==> src/blc_defs.vh <==
`ifndef BLC_DEFS_VH
`define BLC_DEFS_VH

// ----------------------------------------------------------------------
// register byte offsets
// ----------------------------------------------------------------------
`define BLC_OFS_CTRL     8'h00
`define BLC_OFS_TARGET   8'h04
`define BLC_OFS_WEIGHT   8'h08
`define BLC_OFS_HOT      8'h0C
`define BLC_OFS_COLD     8'h10
`define BLC_OFS_GAIN     8'h14
`define BLC_OFS_FINE     8'h18
`define BLC_OFS_COARSE   8'h1C
`define BLC_OFS_STATUS   8'h20

// ----------------------------------------------------------------------
// field positions
// ----------------------------------------------------------------------
`define BLC_CTRL_AUTO    0
`define BLC_CTRL_FAST    1
`define BLC_CTRL_NLO     2
`define BLC_CTRL_NHI     4
`define BLC_STAT_BUSY    16
`define BLC_STAT_LOCK    17
`define BLC_STAT_FIRST   18

// ----------------------------------------------------------------------
// reset values
// ----------------------------------------------------------------------
`define BLC_RST_AUTO     1'b1
`define BLC_RST_FAST     1'b0
`define BLC_RST_NEXP     3'h4
`define BLC_RST_TARGET   10'h040
`define BLC_RST_WEIGHT   4'h4
`define BLC_RST_HOT      10'h3FF
`define BLC_RST_COLD     10'h000
`define BLC_RST_GAIN     10'h000

// ----------------------------------------------------------------------
// limits and loop figures
// ----------------------------------------------------------------------
`define BLC_NEXP_MAX     3'h6
`define BLC_WEIGHT_MAX   4'h8
`define BLC_GAIN_MAX     10'h2FF
`define BLC_FINE_SPAN    12'h0FF
`define BLC_COARSE_MAX   8'h7F
`define BLC_COARSE_MIN   8'h81
`define BLC_GAIN_N3      10'h080
`define BLC_GAIN_N2      10'h0C0
`define BLC_GAIN_N1      10'h100
`define BLC_CODES_OCTAVE 10'h086

// ----------------------------------------------------------------------
// bus answers
// ----------------------------------------------------------------------
`define BLC_RESP_OKAY    2'h0
`define BLC_RESP_SLVERR  2'h2

`endif

==> src/blc_black_level_autocal.v <==
`timescale 1ns/1ps
`include "blc_defs.vh"

// Function
// - a falling black clamp pulse starts one calibration pass
// - average black samples per line, compare with target, steer fine DAC
// - offset beyond fine span of 255 LSB uses coarse and fine together
// - coarse DAC moves one step per pass toward fine range
// - one fine DAC step equals one converter LSB
// - coarse step is gain times n LSB, n from gain code bands
// - coarse DAC drives ahead of gain stage, fine DAC after it
// - loop settles residual error to within one LSB
// - calibrated output equals input times gain plus target level
// - rolling average weight programmable down to 1/256, larger converges faster
// - samples outside hot or cold limits replaced by preceding sample, the first of a line by the filtered black level
// - fast mode: first frame line ignores limits and uses weight one
// - black samples per line are two to the N, N 0 to 6
// - returning to auto mode starts from the held DAC values
// - gain code limited to 0 to 767
module blc_black_level_autocal #(
  parameter DW = 10,
  parameter AW = 8
) (
  input  wire          aclk,
  input  wire          aresetn,
  input  wire [AW-1:0] s_axi_awaddr,
  input  wire          s_axi_awvalid,
  output wire          s_axi_awready,
  input  wire [31:0]   s_axi_wdata,
  input  wire [3:0]    s_axi_wstrb,
  input  wire          s_axi_wvalid,
  output wire          s_axi_wready,
  output reg  [1:0]    s_axi_bresp,
  output reg           s_axi_bvalid,
  input  wire          s_axi_bready,
  input  wire [AW-1:0] s_axi_araddr,
  input  wire          s_axi_arvalid,
  output wire          s_axi_arready,
  output reg  [31:0]   s_axi_rdata,
  output reg  [1:0]    s_axi_rresp,
  output reg           s_axi_rvalid,
  input  wire          s_axi_rready,
  input  wire          black_clamp_pulse_n,
  input  wire          frame_start,
  input  wire [DW-1:0] adc_data,
  output reg  [7:0]    coarse_offset_dac,
  output reg  [8:0]    fine_offset_dac
);

  // ----------------------------------------------------------------------
  // states
  // ----------------------------------------------------------------------
  localparam [3:0] ST_IDLE   = 4'b0001;
  localparam [3:0] ST_SAMPLE = 4'b0010;
  localparam [3:0] ST_FILTER = 4'b0100;
  localparam [3:0] ST_UPDATE = 4'b1000;

  // ----------------------------------------------------------------------
  // helpers
  // ----------------------------------------------------------------------
  function is_mapped;
    input [AW-1:0] a;
    begin
      is_mapped = (a[1:0] == 2'h0) && (a <= `BLC_OFS_STATUS);
    end
  endfunction

  function [31:0] merge;
    input [31:0] old;
    input [31:0] wd;
    input [3:0]  st;
    integer i;
    begin
      merge = old;
      for (i = 0; i < 4; i = i + 1) begin
        if (st[i]) begin
          merge[i*8 +: 8] = wd[i*8 +: 8];
        end
      end
    end
  endfunction

  function [7:0] coarse_lsb;
    input [9:0] g;
    reg   [2:0] n;
    reg   [9:0] oct;
    begin
      if (g < `BLC_GAIN_N3) begin
        n = 3'h4;
      end else if (g < `BLC_GAIN_N2) begin
        n = 3'h3;
      end else if (g < `BLC_GAIN_N1) begin
        n = 3'h2;
      end else begin
        n = 3'h1;
      end
      // linear gain doubles about every 6 dB; a power-of-two estimate is enough
      oct = g / `BLC_CODES_OCTAVE;
      coarse_lsb = {5'h00, n} << oct[2:0];
    end
  endfunction

  // ----------------------------------------------------------------------
  // pin synchronisers: level moves once stages two and three agree
  // ----------------------------------------------------------------------
  reg  [2:0] clamp_sync;
  reg  [2:0] frame_sync;
  reg        clamp_lvl;
  reg        frame_lvl;
  reg        clamp_lvl_d;
  reg        frame_lvl_d;
  wire       clamp_fall;
  wire       clamp_rise;
  wire       frame_rise;

  always @(posedge aclk) begin
    if (!aresetn) begin
      clamp_sync  <= 3'h7;
      frame_sync  <= 3'h0;
      clamp_lvl   <= 1'b1;
      frame_lvl   <= 1'b0;
      clamp_lvl_d <= 1'b1;
      frame_lvl_d <= 1'b0;
    end else begin
      clamp_sync  <= {clamp_sync[1:0], black_clamp_pulse_n};
      frame_sync  <= {frame_sync[1:0], frame_start};
      if (clamp_sync[1] == clamp_sync[2]) begin
        clamp_lvl <= clamp_sync[2];
      end
      if (frame_sync[1] == frame_sync[2]) begin
        frame_lvl <= frame_sync[2];
      end
      clamp_lvl_d <= clamp_lvl;
      frame_lvl_d <= frame_lvl;
    end
  end

  assign clamp_fall = clamp_lvl_d && !clamp_lvl;
  assign clamp_rise = !clamp_lvl_d && clamp_lvl;
  assign frame_rise = !frame_lvl_d && frame_lvl;

  // ----------------------------------------------------------------------
  // registers
  // ----------------------------------------------------------------------
  reg          auto_en;
  reg          fast_en;
  reg  [2:0]   n_exp;
  reg  [DW-1:0] target_black_level;
  reg  [3:0]   weight_shift;
  reg  [DW-1:0] hot_limit;
  reg  [DW-1:0] cold_limit;
  reg  [9:0]   gain_code;
  reg  [3:0]   state;
  reg          first_line;
  reg          locked;
  reg  [17:0]  filt_q;

  reg          aw_full;
  reg          w_full;
  reg  [AW-1:0] aw_addr;
  reg  [31:0]  w_data;
  reg  [3:0]   w_strb;
  reg  [31:0]  next_rdata;
  wire         do_write;
  wire [31:0]  wv;

  assign s_axi_awready = !aw_full;
  assign s_axi_wready  = !w_full;
  assign s_axi_arready = !s_axi_rvalid;
  assign do_write      = aw_full && w_full && !s_axi_bvalid;

  always @(posedge aclk) begin
    if (!aresetn) begin
      aw_full      <= 1'b0;
      w_full       <= 1'b0;
      aw_addr      <= {AW{1'b0}};
      w_data       <= 32'h00000000;
      w_strb       <= 4'h0;
      s_axi_bvalid <= 1'b0;
      s_axi_bresp  <= `BLC_RESP_OKAY;
      s_axi_rvalid <= 1'b0;
      s_axi_rresp  <= `BLC_RESP_OKAY;
      s_axi_rdata  <= 32'h00000000;
    end else begin
      if (s_axi_awvalid && !aw_full) begin
        aw_full <= 1'b1;
        aw_addr <= s_axi_awaddr;
      end
      if (s_axi_wvalid && !w_full) begin
        w_full <= 1'b1;
        w_data <= s_axi_wdata;
        w_strb <= s_axi_wstrb;
      end
      if (do_write) begin
        aw_full      <= 1'b0;
        w_full       <= 1'b0;
        s_axi_bvalid <= 1'b1;
        s_axi_bresp  <= is_mapped(aw_addr) ? `BLC_RESP_OKAY : `BLC_RESP_SLVERR;
      end else if (s_axi_bready) begin
        s_axi_bvalid <= 1'b0;
      end
      if (s_axi_arvalid && !s_axi_rvalid) begin
        s_axi_rvalid <= 1'b1;
        s_axi_rdata  <= next_rdata;
        s_axi_rresp  <= is_mapped(s_axi_araddr) ? `BLC_RESP_OKAY : `BLC_RESP_SLVERR;
      end else if (s_axi_rready) begin
        s_axi_rvalid <= 1'b0;
      end
    end
  end

  always @* begin
    next_rdata = 32'h00000000;
    if (s_axi_araddr == `BLC_OFS_CTRL) begin
      next_rdata[`BLC_CTRL_AUTO] = auto_en;
      next_rdata[`BLC_CTRL_FAST] = fast_en;
      next_rdata[`BLC_CTRL_NHI:`BLC_CTRL_NLO] = n_exp;
    end else if (s_axi_araddr == `BLC_OFS_TARGET) begin
      next_rdata[DW-1:0] = target_black_level;
    end else if (s_axi_araddr == `BLC_OFS_WEIGHT) begin
      next_rdata[3:0] = weight_shift;
    end else if (s_axi_araddr == `BLC_OFS_HOT) begin
      next_rdata[DW-1:0] = hot_limit;
    end else if (s_axi_araddr == `BLC_OFS_COLD) begin
      next_rdata[DW-1:0] = cold_limit;
    end else if (s_axi_araddr == `BLC_OFS_GAIN) begin
      next_rdata[9:0] = gain_code;
    end else if (s_axi_araddr == `BLC_OFS_FINE) begin
      next_rdata[8:0] = fine_offset_dac;
    end else if (s_axi_araddr == `BLC_OFS_COARSE) begin
      next_rdata[7:0] = coarse_offset_dac;
    end else if (s_axi_araddr == `BLC_OFS_STATUS) begin
      next_rdata[9:0]             = filt_q[17:8];
      next_rdata[`BLC_STAT_BUSY]  = !state[0];
      next_rdata[`BLC_STAT_LOCK]  = locked;
      next_rdata[`BLC_STAT_FIRST] = first_line;
    end
  end

  // ----------------------------------------------------------------------
  // averager
  // ----------------------------------------------------------------------
  wire [DW-1:0] line_avg;
  wire          line_full;
  wire          limits_off;

  assign limits_off = fast_en && first_line;

  blc_black_avg #(
    .DW (DW)
  ) u_avg (
    .aclk       (aclk),
    .aresetn    (aresetn),
    .start      (state[0] && clamp_fall),
    .sample_en  (state[1] && !clamp_lvl),
    .adc_data   (adc_data),
    .hot_limit  (hot_limit),
    .cold_limit (cold_limit),
    .limits_off (limits_off),
    .n_exp      (n_exp),
    .prev_seed  (filt_q[17:8]),
    .avg        (line_avg),
    .full       (line_full)
  );

  // ----------------------------------------------------------------------
  // loop arithmetic
  // ----------------------------------------------------------------------
  wire        [3:0]  k_eff;
  wire signed [18:0] diff;
  wire signed [18:0] diff_w;
  wire signed [11:0] err;
  wire signed [11:0] fine_want;
  wire signed [11:0] step;
  wire               over_hi;
  wire               over_lo;
  wire signed [11:0] fine_res;
  wire signed [11:0] fine_sat;

  // weight is 1/2^k, k up to 8
  assign k_eff  = limits_off ? 4'h0 : weight_shift;
  assign diff   = $signed({1'b0, line_avg, 8'h00}) - $signed({1'b0, filt_q});
  assign diff_w = diff >>> k_eff;

  assign err       = $signed({2'b00, filt_q[17:8]}) - $signed({2'b00, target_black_level});
  assign fine_want = $signed({{3{fine_offset_dac[8]}}, fine_offset_dac}) - err;
  assign step      = $signed({4'h0, coarse_lsb(gain_code)});
  assign over_hi   = fine_want > $signed(`BLC_FINE_SPAN) && coarse_offset_dac != `BLC_COARSE_MAX;
  assign over_lo   = fine_want < -$signed(`BLC_FINE_SPAN) && coarse_offset_dac != `BLC_COARSE_MIN;
  assign fine_res  = over_hi ? fine_want - step : (over_lo ? fine_want + step : fine_want);
  assign fine_sat  = (fine_res > $signed(`BLC_FINE_SPAN)) ? $signed(`BLC_FINE_SPAN) :
                     ((fine_res < -$signed(`BLC_FINE_SPAN)) ? -$signed(`BLC_FINE_SPAN) :
                     fine_res);

  // ----------------------------------------------------------------------
  // control registers, sequencer and DACs
  // ----------------------------------------------------------------------
  assign wv = merge(32'h00000000, w_data, w_strb);

  always @(posedge aclk) begin
    if (!aresetn) begin
      auto_en            <= `BLC_RST_AUTO;
      fast_en            <= `BLC_RST_FAST;
      n_exp              <= `BLC_RST_NEXP;
      target_black_level <= `BLC_RST_TARGET;
      weight_shift       <= `BLC_RST_WEIGHT;
      hot_limit          <= `BLC_RST_HOT;
      cold_limit         <= `BLC_RST_COLD;
      gain_code          <= `BLC_RST_GAIN;
      fine_offset_dac    <= 9'h000;
      coarse_offset_dac  <= 8'h00;
      state              <= ST_IDLE;
      first_line         <= 1'b0;
      locked             <= 1'b0;
      filt_q             <= {`BLC_RST_TARGET, 8'h00};
    end else begin
      case (state)
        ST_IDLE: begin
          if (clamp_fall) begin
            state <= ST_SAMPLE;
          end
        end
        ST_SAMPLE: begin
          if (clamp_rise) begin
            state <= line_full ? ST_FILTER : ST_IDLE;
          end
        end
        ST_FILTER: begin
          filt_q <= filt_q + diff_w[17:0];
          state  <= ST_UPDATE;
        end
        ST_UPDATE: begin
          locked <= (err <= 12'sh001) && (err >= -12'sh001);
          // loop starts from held DAC values
          if (auto_en) begin
            if (over_hi) begin
              coarse_offset_dac <= coarse_offset_dac + 8'h01;
            end else if (over_lo) begin
              coarse_offset_dac <= coarse_offset_dac - 8'h01;
            end
            fine_offset_dac <= fine_sat[8:0];
          end
          state <= ST_IDLE;
        end
        default: begin
          state <= ST_IDLE;
        end
      endcase
      // first line of frame, set wins over clear
      if (frame_rise) begin
        first_line <= 1'b1;
      end else if (state[3]) begin
        first_line <= 1'b0;
      end
      if (do_write) begin
        if (aw_addr == `BLC_OFS_CTRL) begin
          auto_en <= wv[`BLC_CTRL_AUTO];
          fast_en <= wv[`BLC_CTRL_FAST];
          n_exp   <= (wv[`BLC_CTRL_NHI:`BLC_CTRL_NLO] > `BLC_NEXP_MAX) ?
                     `BLC_NEXP_MAX : wv[`BLC_CTRL_NHI:`BLC_CTRL_NLO];
        end else if (aw_addr == `BLC_OFS_TARGET) begin
          target_black_level <= wv[DW-1:0];
        end else if (aw_addr == `BLC_OFS_WEIGHT) begin
          weight_shift <= (wv[3:0] > `BLC_WEIGHT_MAX) ? `BLC_WEIGHT_MAX : wv[3:0];
        end else if (aw_addr == `BLC_OFS_HOT) begin
          hot_limit <= wv[DW-1:0];
        end else if (aw_addr == `BLC_OFS_COLD) begin
          cold_limit <= wv[DW-1:0];
        end else if (aw_addr == `BLC_OFS_GAIN) begin
          gain_code <= (wv[9:0] > `BLC_GAIN_MAX) ? `BLC_GAIN_MAX : wv[9:0];
        end else if (aw_addr == `BLC_OFS_FINE) begin
          fine_offset_dac <= wv[8:0];
        end else if (aw_addr == `BLC_OFS_COARSE) begin
          coarse_offset_dac <= wv[7:0];
        end
      end
    end
  end

endmodule

==> src/blc_black_avg.v <==
`timescale 1ns/1ps
`include "blc_defs.vh"

// ----------------------------------------------------------------------
// per-line black sample averager with hot/cold pixel rejection
// ----------------------------------------------------------------------
module blc_black_avg #(
  parameter DW = 10
) (
  input  wire          aclk,
  input  wire          aresetn,
  input  wire          start,
  input  wire          sample_en,
  input  wire [DW-1:0] adc_data,
  input  wire [DW-1:0] hot_limit,
  input  wire [DW-1:0] cold_limit,
  input  wire          limits_off,
  input  wire [2:0]    n_exp,
  input  wire [DW-1:0] prev_seed,
  output reg  [DW-1:0] avg,
  output reg           full
);

  reg  [6:0]    cnt;
  reg  [15:0]   sum;
  reg  [DW-1:0] prev;
  wire [DW-1:0] pick;
  wire [15:0]   next_sum;
  wire [15:0]   next_avg;
  wire [6:0]    next_cnt;
  wire [6:0]    target_cnt;

  assign pick = (limits_off || (adc_data <= hot_limit && adc_data >= cold_limit)) ?
                adc_data : prev;
  assign next_sum = sum + {6'h00, pick};
  assign next_cnt = cnt + 7'h01;
  assign next_avg = next_sum >> n_exp;
  assign target_cnt = 7'h01 << n_exp;

  always @(posedge aclk) begin
    if (!aresetn) begin
      cnt  <= 7'h00;
      sum  <= 16'h0000;
      prev <= {DW{1'b0}};
      avg  <= {DW{1'b0}};
      full <= 1'b0;
    end else if (start) begin
      cnt  <= 7'h00;
      sum  <= 16'h0000;
      prev <= prev_seed;
      full <= 1'b0;
    end else if (sample_en && !full) begin
      sum  <= next_sum;
      prev <= pick;
      cnt  <= next_cnt;
      avg  <= next_avg[DW-1:0];
      if (next_cnt == target_cnt) begin
        full <= 1'b1;
      end
    end
  end

endmodule

==> config.mk <==
export PLATFORM = sky130hd
export DESIGN_NAME = blc_black_level_autocal
export DESIGN_NICKNAME = d
export VERILOG_FILES = /design/src/blc_black_level_autocal.v /design/src/blc_black_avg.v
export VERILOG_INCLUDE_DIRS = /design/src
export SDC_FILE = /design/constraint.sdc
export NUM_CORES = 1
export LEC_CHECK = 0
export BUFFER_PORTS_ARGS = -buffer_cell sky130_fd_sc_hd__buf_2
export CAP_MARGIN = 25
export CORE_ASPECT_RATIO = 1.25
export CORE_MARGIN = 2
export CORE_UTILIZATION = 40
export CTS_BUF_LIST = sky130_fd_sc_hd__clkbuf_8
export DETAILED_ROUTE_END_ITERATION = 7
export PLACE_DENSITY = 0.65
export SLEW_MARGIN = 20
export SYNTH_ARGS = -nofsm -noshare
export SYNTH_HDL_FRONTEND = slang
export SYNTH_SLANG_ARGS = --single-unit
==> constraint.sdc <==
create_clock -name aclk -period 5.58 [get_ports aclk]
set_input_delay 0.279 -clock aclk [delete_from_list [all_inputs] [get_ports aclk]]
set_output_delay 0.279 -clock aclk [all_outputs]
set_load 0.005 [all_outputs]
==> metrics.yaml, run 1 <==
setup_path:
  cp-startpoint: "gain_code[6]"
  cp-start-kind: "flop"
  rr_endpoint: "fine_offset_dac[6]"
  rrSetupSlack_ns: 0.11
  crit_fanout: 5
  worst-setup-path-type: "flop to flop"
  endpoint_kind: "flop"
  worstReg2RegStart: "gain_code[6]"
  required_ns: 6.01
  r2r_cells: 27
  arrival_ns: 5.90
synthesis:
  synth_area_per_cell_um2: 7.49
  synth.top_cell.area_share_pct: 25.1
  yosysMostFrequentCell: "nand2_1"
  ys_types: 100
  ys_ff_latch: 183
  synth_largest_area_cell: "dfxtp_1"
  synth-main-ff-cell: "dfxtp_1"
  netlist_top_cells_area: "dfxtp_1, ha_1, a21oi_1"
  syn_area_um2: 14600
  synthCells: 1946
  synth_edf_count: 0
  synth_common_cells: "nand2_1, nor2_1, a21oi_1"
  synth_seq_area_share_pct: 25.1
  ys_warn_count: 0
  synthArstFlopShare_pct: 0
finish:
  fin_nets: 2311
  regArea_um2: 3670
  layoutNonFillerInstCount: 2627
  num_antenna_cells: 0
  multi_input_area_um2: 10700
  fin_util_pct: 49.1
  layout-drive-gt1-share_pct: 22.1
  fill_cells: 3510
  area_delta_synth_final_pct: 21.8
grt:
  grt_pass1_vias: 14700
  grt_max_degree: 77
  antenna_found_initial: 0
  grt_overflow: 0
  grt_pass1_wl_um: 77100
  grt_usage_pct: 25.4
detailed_routing:
  dr.pass1.iters: 6
  avgViaCountPerCell: 5.80
  wirelength_um: 49500
  drtAntennaViolNets: 0
  via_count: 15200
  routedWlPerCell_um: 18.8
  first_iter_violations: 1141
  remaining_drc_errors: 0
clocking:
  worstSkewPairLatency_ns: 0.51
  root_buffer: "clkbuf_8"
  htreeDepth: 4
  clock_path_buffers: 2
  cts_buffers: 17
  cts_tree: "done"
  cts.sinks: 183
  path_clk_slew_ns: 0.13
floorplanning:
  die_h_um: 217
  die_w_um: 175
  core.rowCount: 78
  ios: 129
  die_area_um2: 38000
  start_util_pct: 40.4
  core_area_um2: 36100
pwr:
  ir_drop_v: 0.000145
  p_switching_mw: 0.850
  seqPwrFrac_pct: 50.1
  cellLeakagePower_nw: 7.46
  power.density_nw_per_um2: 151
  p_comb_share_pct: 13.7
  intPower_mw: 1.83
  p_sw_share_pct: 31.7
  pwr-share-clk_pct: 36.2
placed_design:
  place.gp.congestion: 0.935
  dp_hpwl_um: 36800
  port_buffers: 83
  numPlacedInstances: 2542
  post-place-ws_ns: -0.400
sta:
  fmax_mhz: 183
  layout_min_cycle_time_ns: 5.47
  maxSlewHeadroom_pct: 39.4
  setup_ws_ns: 0.111
  clock_skew_ns: 0.0231
  tightestPinTransition_ns: 0.906
  hold_viol: 0
  finalSetupViolCount: 0
  rsz0062_at_grt: "true"
  min_period_over_period_pct: 98.0
  drv_slew: 0
  holdWs_ns: 0.0521
status:
  status: "finished, final reports clean"
worst_hold_path:
  holdCritStartpoint: "s_axi_arvalid"
  hold_path.class: "input pin to flop"
  hold_path_end: "s_axi_rvalid"
  min_path_cells: 3
job:
  maxCapViolations: 0
power by group through the flow:
stage / Clock [mW] / Sequential (mW) / Combinational (mW)
2_1_floorplan: 0 / 1.36 / 0.224
3_3_place_gp: 0 / 1.37 / 0.322
3_5_place_dp: 0 / 1.37 / 0.326
4_1_cts: 0.997 / 1.34 / 0.342
5_1_grt: 1.04 / 1.35 / 0.399
6_report: 0.970 / 1.34 / 0.366
layout by cell type, fill, tap and decap left out, types with 37 or more instances in the layout:
master and instances:
a21oi_1 170, buf_2 83, buf_4 161, dfxtp_1 178, ha_1 89, inv_1 100
mux2i_1 41, nand2_1 224, nor2_1 208, nor3_1 37, o21ai_0 86
flip-flops by register name, summed over array words and instances, names as in the netlist, 9 cells and up:
| register | cells |
|---|---|
| cold_limit | 10 |
| target_black_level | 10 |
| hot_limit | 10 |
| u_avg.prev | 10 |
| fine_offset_dac | 9 |
| u_avg.sum | 16 |
| u_avg.avg | 10 |
| filt_q | 18 |
| gain_code | 10 |
| s_axi_rdata | 13 |
| w_data | 10 |
worst max-delay path: stages (launching register included):
cell,delay [ns]
dfxtp_4,0.37
or4_4,0.55
o211ai_1,0.19
a22o_1,0.18
o2111a_1,0.19
o22ai_2,0.08
buf_6,0.17
nand2_2,0.06
o2111ai_2,0.08
o21ai_1,0.17
buf_4,0.15
and2_4,0.15
nor2_4,0.04
nor2_4,0.09
ha_2,0.19
inv_2,0.04
fa_2,0.39
o21ba_4,0.24
o21bai_4,0.12
a21oi_2,0.06
o21bai_1,0.19
a221o_1,0.26
nand3_2,0.10
a221oi_2,0.30
nand4_1,0.21
a31oi_4,0.33
a2bb2o_4,0.25
a221oi_2,0.22
per-stage QoR:
step	area, µm²	total power, mW	setup TNS (ns)
floorplan	14700	1.59	0
global placement	16100	1.69	-1.62
detailed placement	16100	1.70	-2.49
CTS	17000	2.68	-0.00635
global route	17700	2.79	-0.717
finish	17700	2.68	0
logic make-up after synthesis:
| family | share of synthesized area [%] |
|---|---|
| XOR/XNOR | 4.14 |
| multiplexers | 5.05 |
| AO/OA/AOI/OAI | 27.4 |
| other | 0.0257 |
| AND/OR/NAND/NOR | 22.2 |
| flip-flops | 25.1 |
| buffers and inverters | 6.65 |
| adder cells (fa/ha/maj) | 9.41 |
worst max path at each step:
stage / end / slack (ns)
after floorplan: filt_q[17] / 0.05
after global routing: fine_offset_dac[6] / -0.15
after global placement: fine_offset_dac[6] / -0.29
after CTS: fine_offset_dac[6] / -0.006
final: fine_offset_dac[6] / 0.11
after detailed placement: fine_offset_dac[6] / -0.40
metal layers:
metal / global-route usage, % / wire length, µm / up-vias
met5: 0 / 0 / -
li1: - / - / 7363
met2: 44.6 / 24400 / 536
met4: 14.4 / 2800 / 0
met1: 29.5 / 19500 / 7210
met3: 3.87 / 2790 / 138
layout make-up:
cell class,instances,share of cell area [%]
clock buffer,17,1.32
sequential,183,20.7
inverter,105,2.23
clock inverter,15,1.11
multi-input combinational,1551,60.2
tap,480,3.38
timing repair buffer,276,11.0
repair_timing:
| action | in CTS | in global routing |
|---|---|---|
| buffers inserted | 6 | 21 |
| cloned | 0 | 0 |
| pin swaps | 10 | 66 |
| hold buffers | 26 | 0 |
| gates resized for setup | 24 | 147 |
| setup endpoints to repair | 10 | 28 |
| endpoints found under the hold margin | 26 | 0 |
Note: power is estimated with default switching activity, not from simulation.
==> run 2: changes to the inputs <==
Settings changed: ABC_AREA set to 1.
==> metrics.yaml, run 2 <==
floorplanning:
  die_h_um: 218
  ios: 129
  core.rowCount: 78
  die_w_um: 175
  core_area_um2: 36200
  die_area_um2: 38200
  start_util_pct: 40.4
grt:
  grt_overflow: 0
  grt_max_degree: 94
  grt_pass1_wl_um: 75000
  grt_usage_pct: 24.6
  grt_pass1_vias: 14800
  antenna_found_initial: 0
finish:
  layout_common_cells: "nand2_1, inv_1, o21ai_0, a21oi_1, dfxtp_1"
  num_antenna_cells: 0
  largest_register_ffs: 18
  layout-drive-gt1-share_pct: 7.99
  top_regs: "filt_q (18), u_avg.sum (16), s_axi_rdata (13)"
  final_cell_area_um2: 16100
  regMostFlops: "filt_q"
  fin_nets: 2555
  area_delta_synth_final_pct: 10.0
  layout_commonest_cell: "nand2_1"
clocking:
  cts.sinks: 183
  htreeDepth: 4
  path_clk_slew_ns: 0.11
  root_buffer: "clkbuf_8"
  clock_path_buffers: 2
  worstSkewPairLatency_ns: 0.52
  cts_tree: "done"
  cts_buffers: 17
synthesis:
  synthCells: 2309
  yosysMostFrequentCell: "nand2_1"
  ys_types: 57
  synth-main-ff-cell: "dfxtp_1"
  synth_area_per_cell_um2: 6.34
  synthArstFlopShare_pct: 0
  syn_area_um2: 14600
  ys_ff_latch: 183
  synth_common_cells: "nand2_1, inv_1, o21ai_0"
  synth_edf_count: 0
  synth_seq_area_share_pct: 25.0
  ys_warn_count: 0
  netlist_top_cells_area: "dfxtp_1, nand2_1, inv_1"
  synth_largest_area_cell: "dfxtp_1"
  synth.top_cell.area_share_pct: 25.0
sta:
  holdWs_ns: 0.0215
  layout_min_cycle_time_ns: 5.04
  hold_viol: 0
  finalSetupViolCount: 0
  setup_ws_ns: 0.541
  drv_slew: 0
  min_period_over_period_pct: 90.3
  clock_skew_ns: 0.0288
  setup_tns_ns: 0
  rsz0062_at_grt: "false"
  tightestPinTransition_ns: 0.936
  maxSlewHeadroom_pct: 37.1
  fmax_mhz: 198
setup_path:
  endpoint_kind: "flop"
  arrival_ns: 5.47
  critPathMaxStageDelay_ns: 0.48
  crit_fanout: 4
  required_ns: 6.01
  cp-start-kind: "flop"
  crit_slowest_cell: "fa_1"
  critPathMostFrequentCell: "nand2_1"
  worst-setup-path-type: "flop to flop"
placed_design:
  place.gp.congestion: 0.929
  dp_hpwl_um: 36600
  post-place-ws_ns: 0.407
  place_area_um2: 15400
  port_buffers: 83
detailed_routing:
  drtAntennaViolNets: 0
  first_iter_violations: 1163
  wl_met3_um: 2490
  maxUsedRoutingLayer: "met4"
  remaining_drc_errors: 0
  wirelength_um: 46700
  wl_met1_um: 19100
  via_count: 15300
  routedWlPerCell_um: 16.3
  avgViaCountPerCell: 5.34
  dr_wl_met2_um: 23200
  dr.pass1.iters: 5
pwr:
  power.density_nw_per_um2: 400
  ir_drop_v: 0.000298
  power_mw: 6.45
  cellLeakagePower_nw: 8.00
worst_hold_path:
  hold_path.class: "input pin to flop"
status:
  status: "finished, final reports clean"
job:
  maxCapViolations: 0
==> run 2: cell types whose count changed in the layout (fill, tap and decap cells not counted), sizes merged, moves of 18 or more <==
| cell | before | now |
|---|---|---|
| and2 | 34 | 10 |
| inv | 110 | 369 |
| nand2b | 33 | 0 |
| nand2 | 228 | 510 |
| nor2 | 214 | 162 |
| xor2 | 31 | 55 |
| mux2i | 42 | 4 |
| nand3 | 37 | 160 |
| xnor2 | 37 | 18 |
| mux2 | 18 | 0 |
| buf | 250 | 105 |
| a211oi | 32 | 8 |
| o21ai | 110 | 223 |
==> run 2: cell type report <==
| cell class | count | area, µm² |
|---|---|---|
| fill | 3851 | 20100 |
| clock buffer | 18 | 248 |
| tap | 480 | 601 |
| clock inverter | 14 | 200 |
| sequential | 183 | 3660 |
| inverter | 371 | 1400 |
| multi-input combinational | 1681 | 9230 |
| timing repair buffer | 124 | 771 |
==> run 2: worst paths after layout <==
| kind | start | endpoint | slack, ns | cells after the start |
|---|---|---|---|---|
| hold reg to reg | frame_sync[0] | frame_sync[1] | 0.43 | 2 |
| hold / removal | s_axi_wdata[9] | w_data[9] | 0.02 | 3 |
| setup / recovery | filt_q[8] | filt_q[14] | 0.54 | 30 |
| setup reg to reg | filt_q[8] | filt_q[14] | 0.54 | 30 |
==> run 2: per-layer routing <==
layer,GRT usage (%),up-vias
met5,0,-
met4,11.1,0
met3,2.93,100
met2,45.3,477
met1,28.3,7041
li1,-,7711
==> run 2: what timing repair did <==
action / 4_1_cts / 5_1_grt
buffers inserted: 0 / 0
endpoints found under the setup margin: 0 / 15
gates resized for setup: 0 / 10
hold endpoints to repair: 19 / 0
hold buffers: 19 / 0
==> run 2: kinds of logic after synthesis <==
logic type	after synthesis	synth area share, %
muxes	4	0.273
other	1	0.0256
AOI/OAI and AO/OA	556	21.2
and+or+nand+nor	921	27.0
xor gates and xnor gates	73	4.37
adders and majority gates	106	9.37
DFF	183	25.0
buffers and inverters	465	12.7
==> run 2: critical path: cells and delay by family, from the launching register on <==
family	cells	cell delay [ns]
AO/OA/AOI/OAI	10	1.61
XOR/XNOR	1	0.12
adder cells (fa/ha/maj)	2	0.87
buffers and inverters	2	0.17
flip-flops	1	0.40
AND/OR/NAND/NOR	15	1.84
==> run 2: power breakdown <==
part	switching [mW]	internal, mW
Sequential	0.0392	1.35
Combinational	2.75	1.31
Clock	0.574	0.437
==> run 2: per-stage QoR <==
step	cells	utilization, %
detailed placement	2820	42.6
finish	2871	44.5
CTS	2871	44.4
global placement	2820	42.6
global route	2871	44.5
floorplan	2329	-
==> run 3: changes to the inputs <==
Settings changed: ABC_AREA 1 to not set, BUFFER_PORTS_ARGS -buffer_cell sky130_fd_sc_hd__buf_2 to -buffer_cell sky130_fd_sc_hd__buf_4.
==> metrics.yaml, run 3 (same netlist as run 1, synthesis figures left out) <==
worst_hold_path:
  holdCritStartpoint: "s_axi_wdata[1]"
  min_path_cells: 3
  hold_path_end: "w_data[1]"
  hold_path.class: "input pin to flop"
detailed_routing:
  first_iter_violations: 1285
  routedWlPerCell_um: 18.6
  dr.pass1.iters: 6
  via_count: 15100
  remaining_drc_errors: 0
  avgViaCountPerCell: 5.76
  wirelength_um: 48500
  drtAntennaViolNets: 0
finish:
  fill_cells: 3569
  fin_nets: 2296
  layout-drive-gt1-share_pct: 20.8
  layout_commonest_cell: "buf_4"
  top_regs: "filt_q (18), u_avg.sum (16), s_axi_rdata (13)"
  fin_util_pct: 48.8
  final_cell_area_um2: 17600
  layoutNonFillerInstCount: 2613
  area_delta_synth_final_pct: 20.9
  largest_register_ffs: 18
  layout_common_cells: "buf_4, nand2_1, nor2_1, dfxtp_1, a21oi_1"
  regMostFlops: "filt_q"
floorplanning:
  die_area_um2: 38000
  core.rowCount: 78
  die_w_um: 175
  die_h_um: 217
  core_area_um2: 36100
  ios: 129
  start_util_pct: 40.4
setup_path:
  rr_endpoint: "fine_offset_dac[3]"
  endpoint_kind: "flop"
  required_ns: 5.99
  cp-start-kind: "flop"
  crit_slowest_cell: "or4_4"
  arrival_ns: 5.88
  r2r_cells: 28
  crit_fanout: 5
  worst-setup-path-type: "flop to flop"
  critPathMaxStageDelay_ns: 0.55
  critPathMostFrequentCell: "buf_4"
  worstReg2RegStart: "gain_code[6]"
  rrSetupSlack_ns: 0.11
sta:
  maxSlewHeadroom_pct: 38.3
  clock_skew_ns: 0.0320
  drv_slew: 0
  fmax_mhz: 183
  holdWs_ns: 0.0157
  rsz0062_at_grt: "true"
  tightestPinTransition_ns: 0.924
  min_period_over_period_pct: 98.0
  setup_tns_ns: 0
  finalSetupViolCount: 0
  layout_min_cycle_time_ns: 5.47
  hold_viol: 0
  setup_ws_ns: 0.113
pwr:
  power.density_nw_per_um2: 154
  cellLeakagePower_nw: 7.39
  ir_drop_v: 0.000135
  power_mw: 2.72
grt:
  antenna_found_initial: 1
  grt_pass1_vias: 14400
  grt_overflow: 0
  grt_pass1_wl_um: 74800
  grt_usage_pct: 24.8
  grt_max_degree: 73
clocking:
  cts_buffers: 17
  path_clk_slew_ns: 0.13
  cts_tree: "done"
  clock_path_buffers: 2
  worstSkewPairLatency_ns: 0.51
  root_buffer: "clkbuf_8"
  cts.sinks: 183
  htreeDepth: 4
placed_design:
  port_buffers: 83
  place.gp.congestion: 0.964
  numPlacedInstances: 2550
  post-place-ws_ns: -0.351
  place_area_um2: 16400
  dp_hpwl_um: 36800
status:
  status: "finished, final reports clean"
job:
  maxCapViolations: 0
[run 3: cell types whose count changed in the layout (fill, tap and decap cells not counted), sizes merged, moves of 38 or more]
cell,change
o21ai,-113
inv,-256
mux2i,+38
nand3,-123
nor2,+52
nand2,-282
buf,+142
[run 3: how the worst max path moves through the flow]
stage | from | cells after the start | slack (ns) | endpoint
floorplan | filt_q[8] | 25 | 0.05 | filt_q[17]
global placement | gain_code[5] | 26 | -0.33 | fine_offset_dac[1]
detailed placement | gain_code[5] | 25 | -0.35 | fine_offset_dac[1]
CTS | gain_code[5] | 28 | 0.006 | fine_offset_dac[1]
global route | filt_q[8] | 27 | -0.15 | fine_offset_dac[3]
finish | gain_code[6] | 28 | 0.11 | fine_offset_dac[3]
[run 3: layout make-up]
class	count	area, µm²	share of cell area (%)
Sequential cell	183	3670	20.8
Multi-Input combinational cell	1551	10500	59.6
Inverter	105	395	2.24
Clock buffer	17	234	1.33
Clock inverter	15	201	1.14
Antenna cell	1	2.50	0.0142
Tap cell	480	601	3.41
Timing Repair Buffer	261	2020	11.4
[run 3: where the power goes]
| group | total [mW] | switching (mW) | internal [mW] | leakage, nW |
|---|---|---|---|---|
| registers | 1.34 | 0.0200 | 1.32 | 1.48 |
| logic | 0.377 | 0.212 | 0.165 | 5.69 |
| clock network | 0.995 | 0.634 | 0.361 | 0.216 |
| total | 2.72 | 0.866 | 1.85 | 7.39 |
[run 3: worst max-delay path: cells and delay by family, from the launching register on]
kind,cells,cell delay (ns)
adders and majority gates,1,0.31
and+or+nand+nor,5,1.17
DFF,1,0.36
AOI/OAI and AO/OA,14,2.49
buffers and inverters,8,1.02
[run 3: repair_timing]
item | CTS | global route
gates resized for setup | 19 | 113
endpoints found under the hold margin | 13 | 0
pin swaps | 10 | 53
buffers inserted | 7 | 11
hold buffers | 14 | 0
endpoints found under the setup margin | 12 | 25
[run 3: per-layer routing]
metal / track usage [%] / share of wire [%]
met1: 28.3 / 40
met2: 44.3 / 49
met3: 2.86 / 4.8
met4: 14.9 / 6.3
met5: 0 / 0
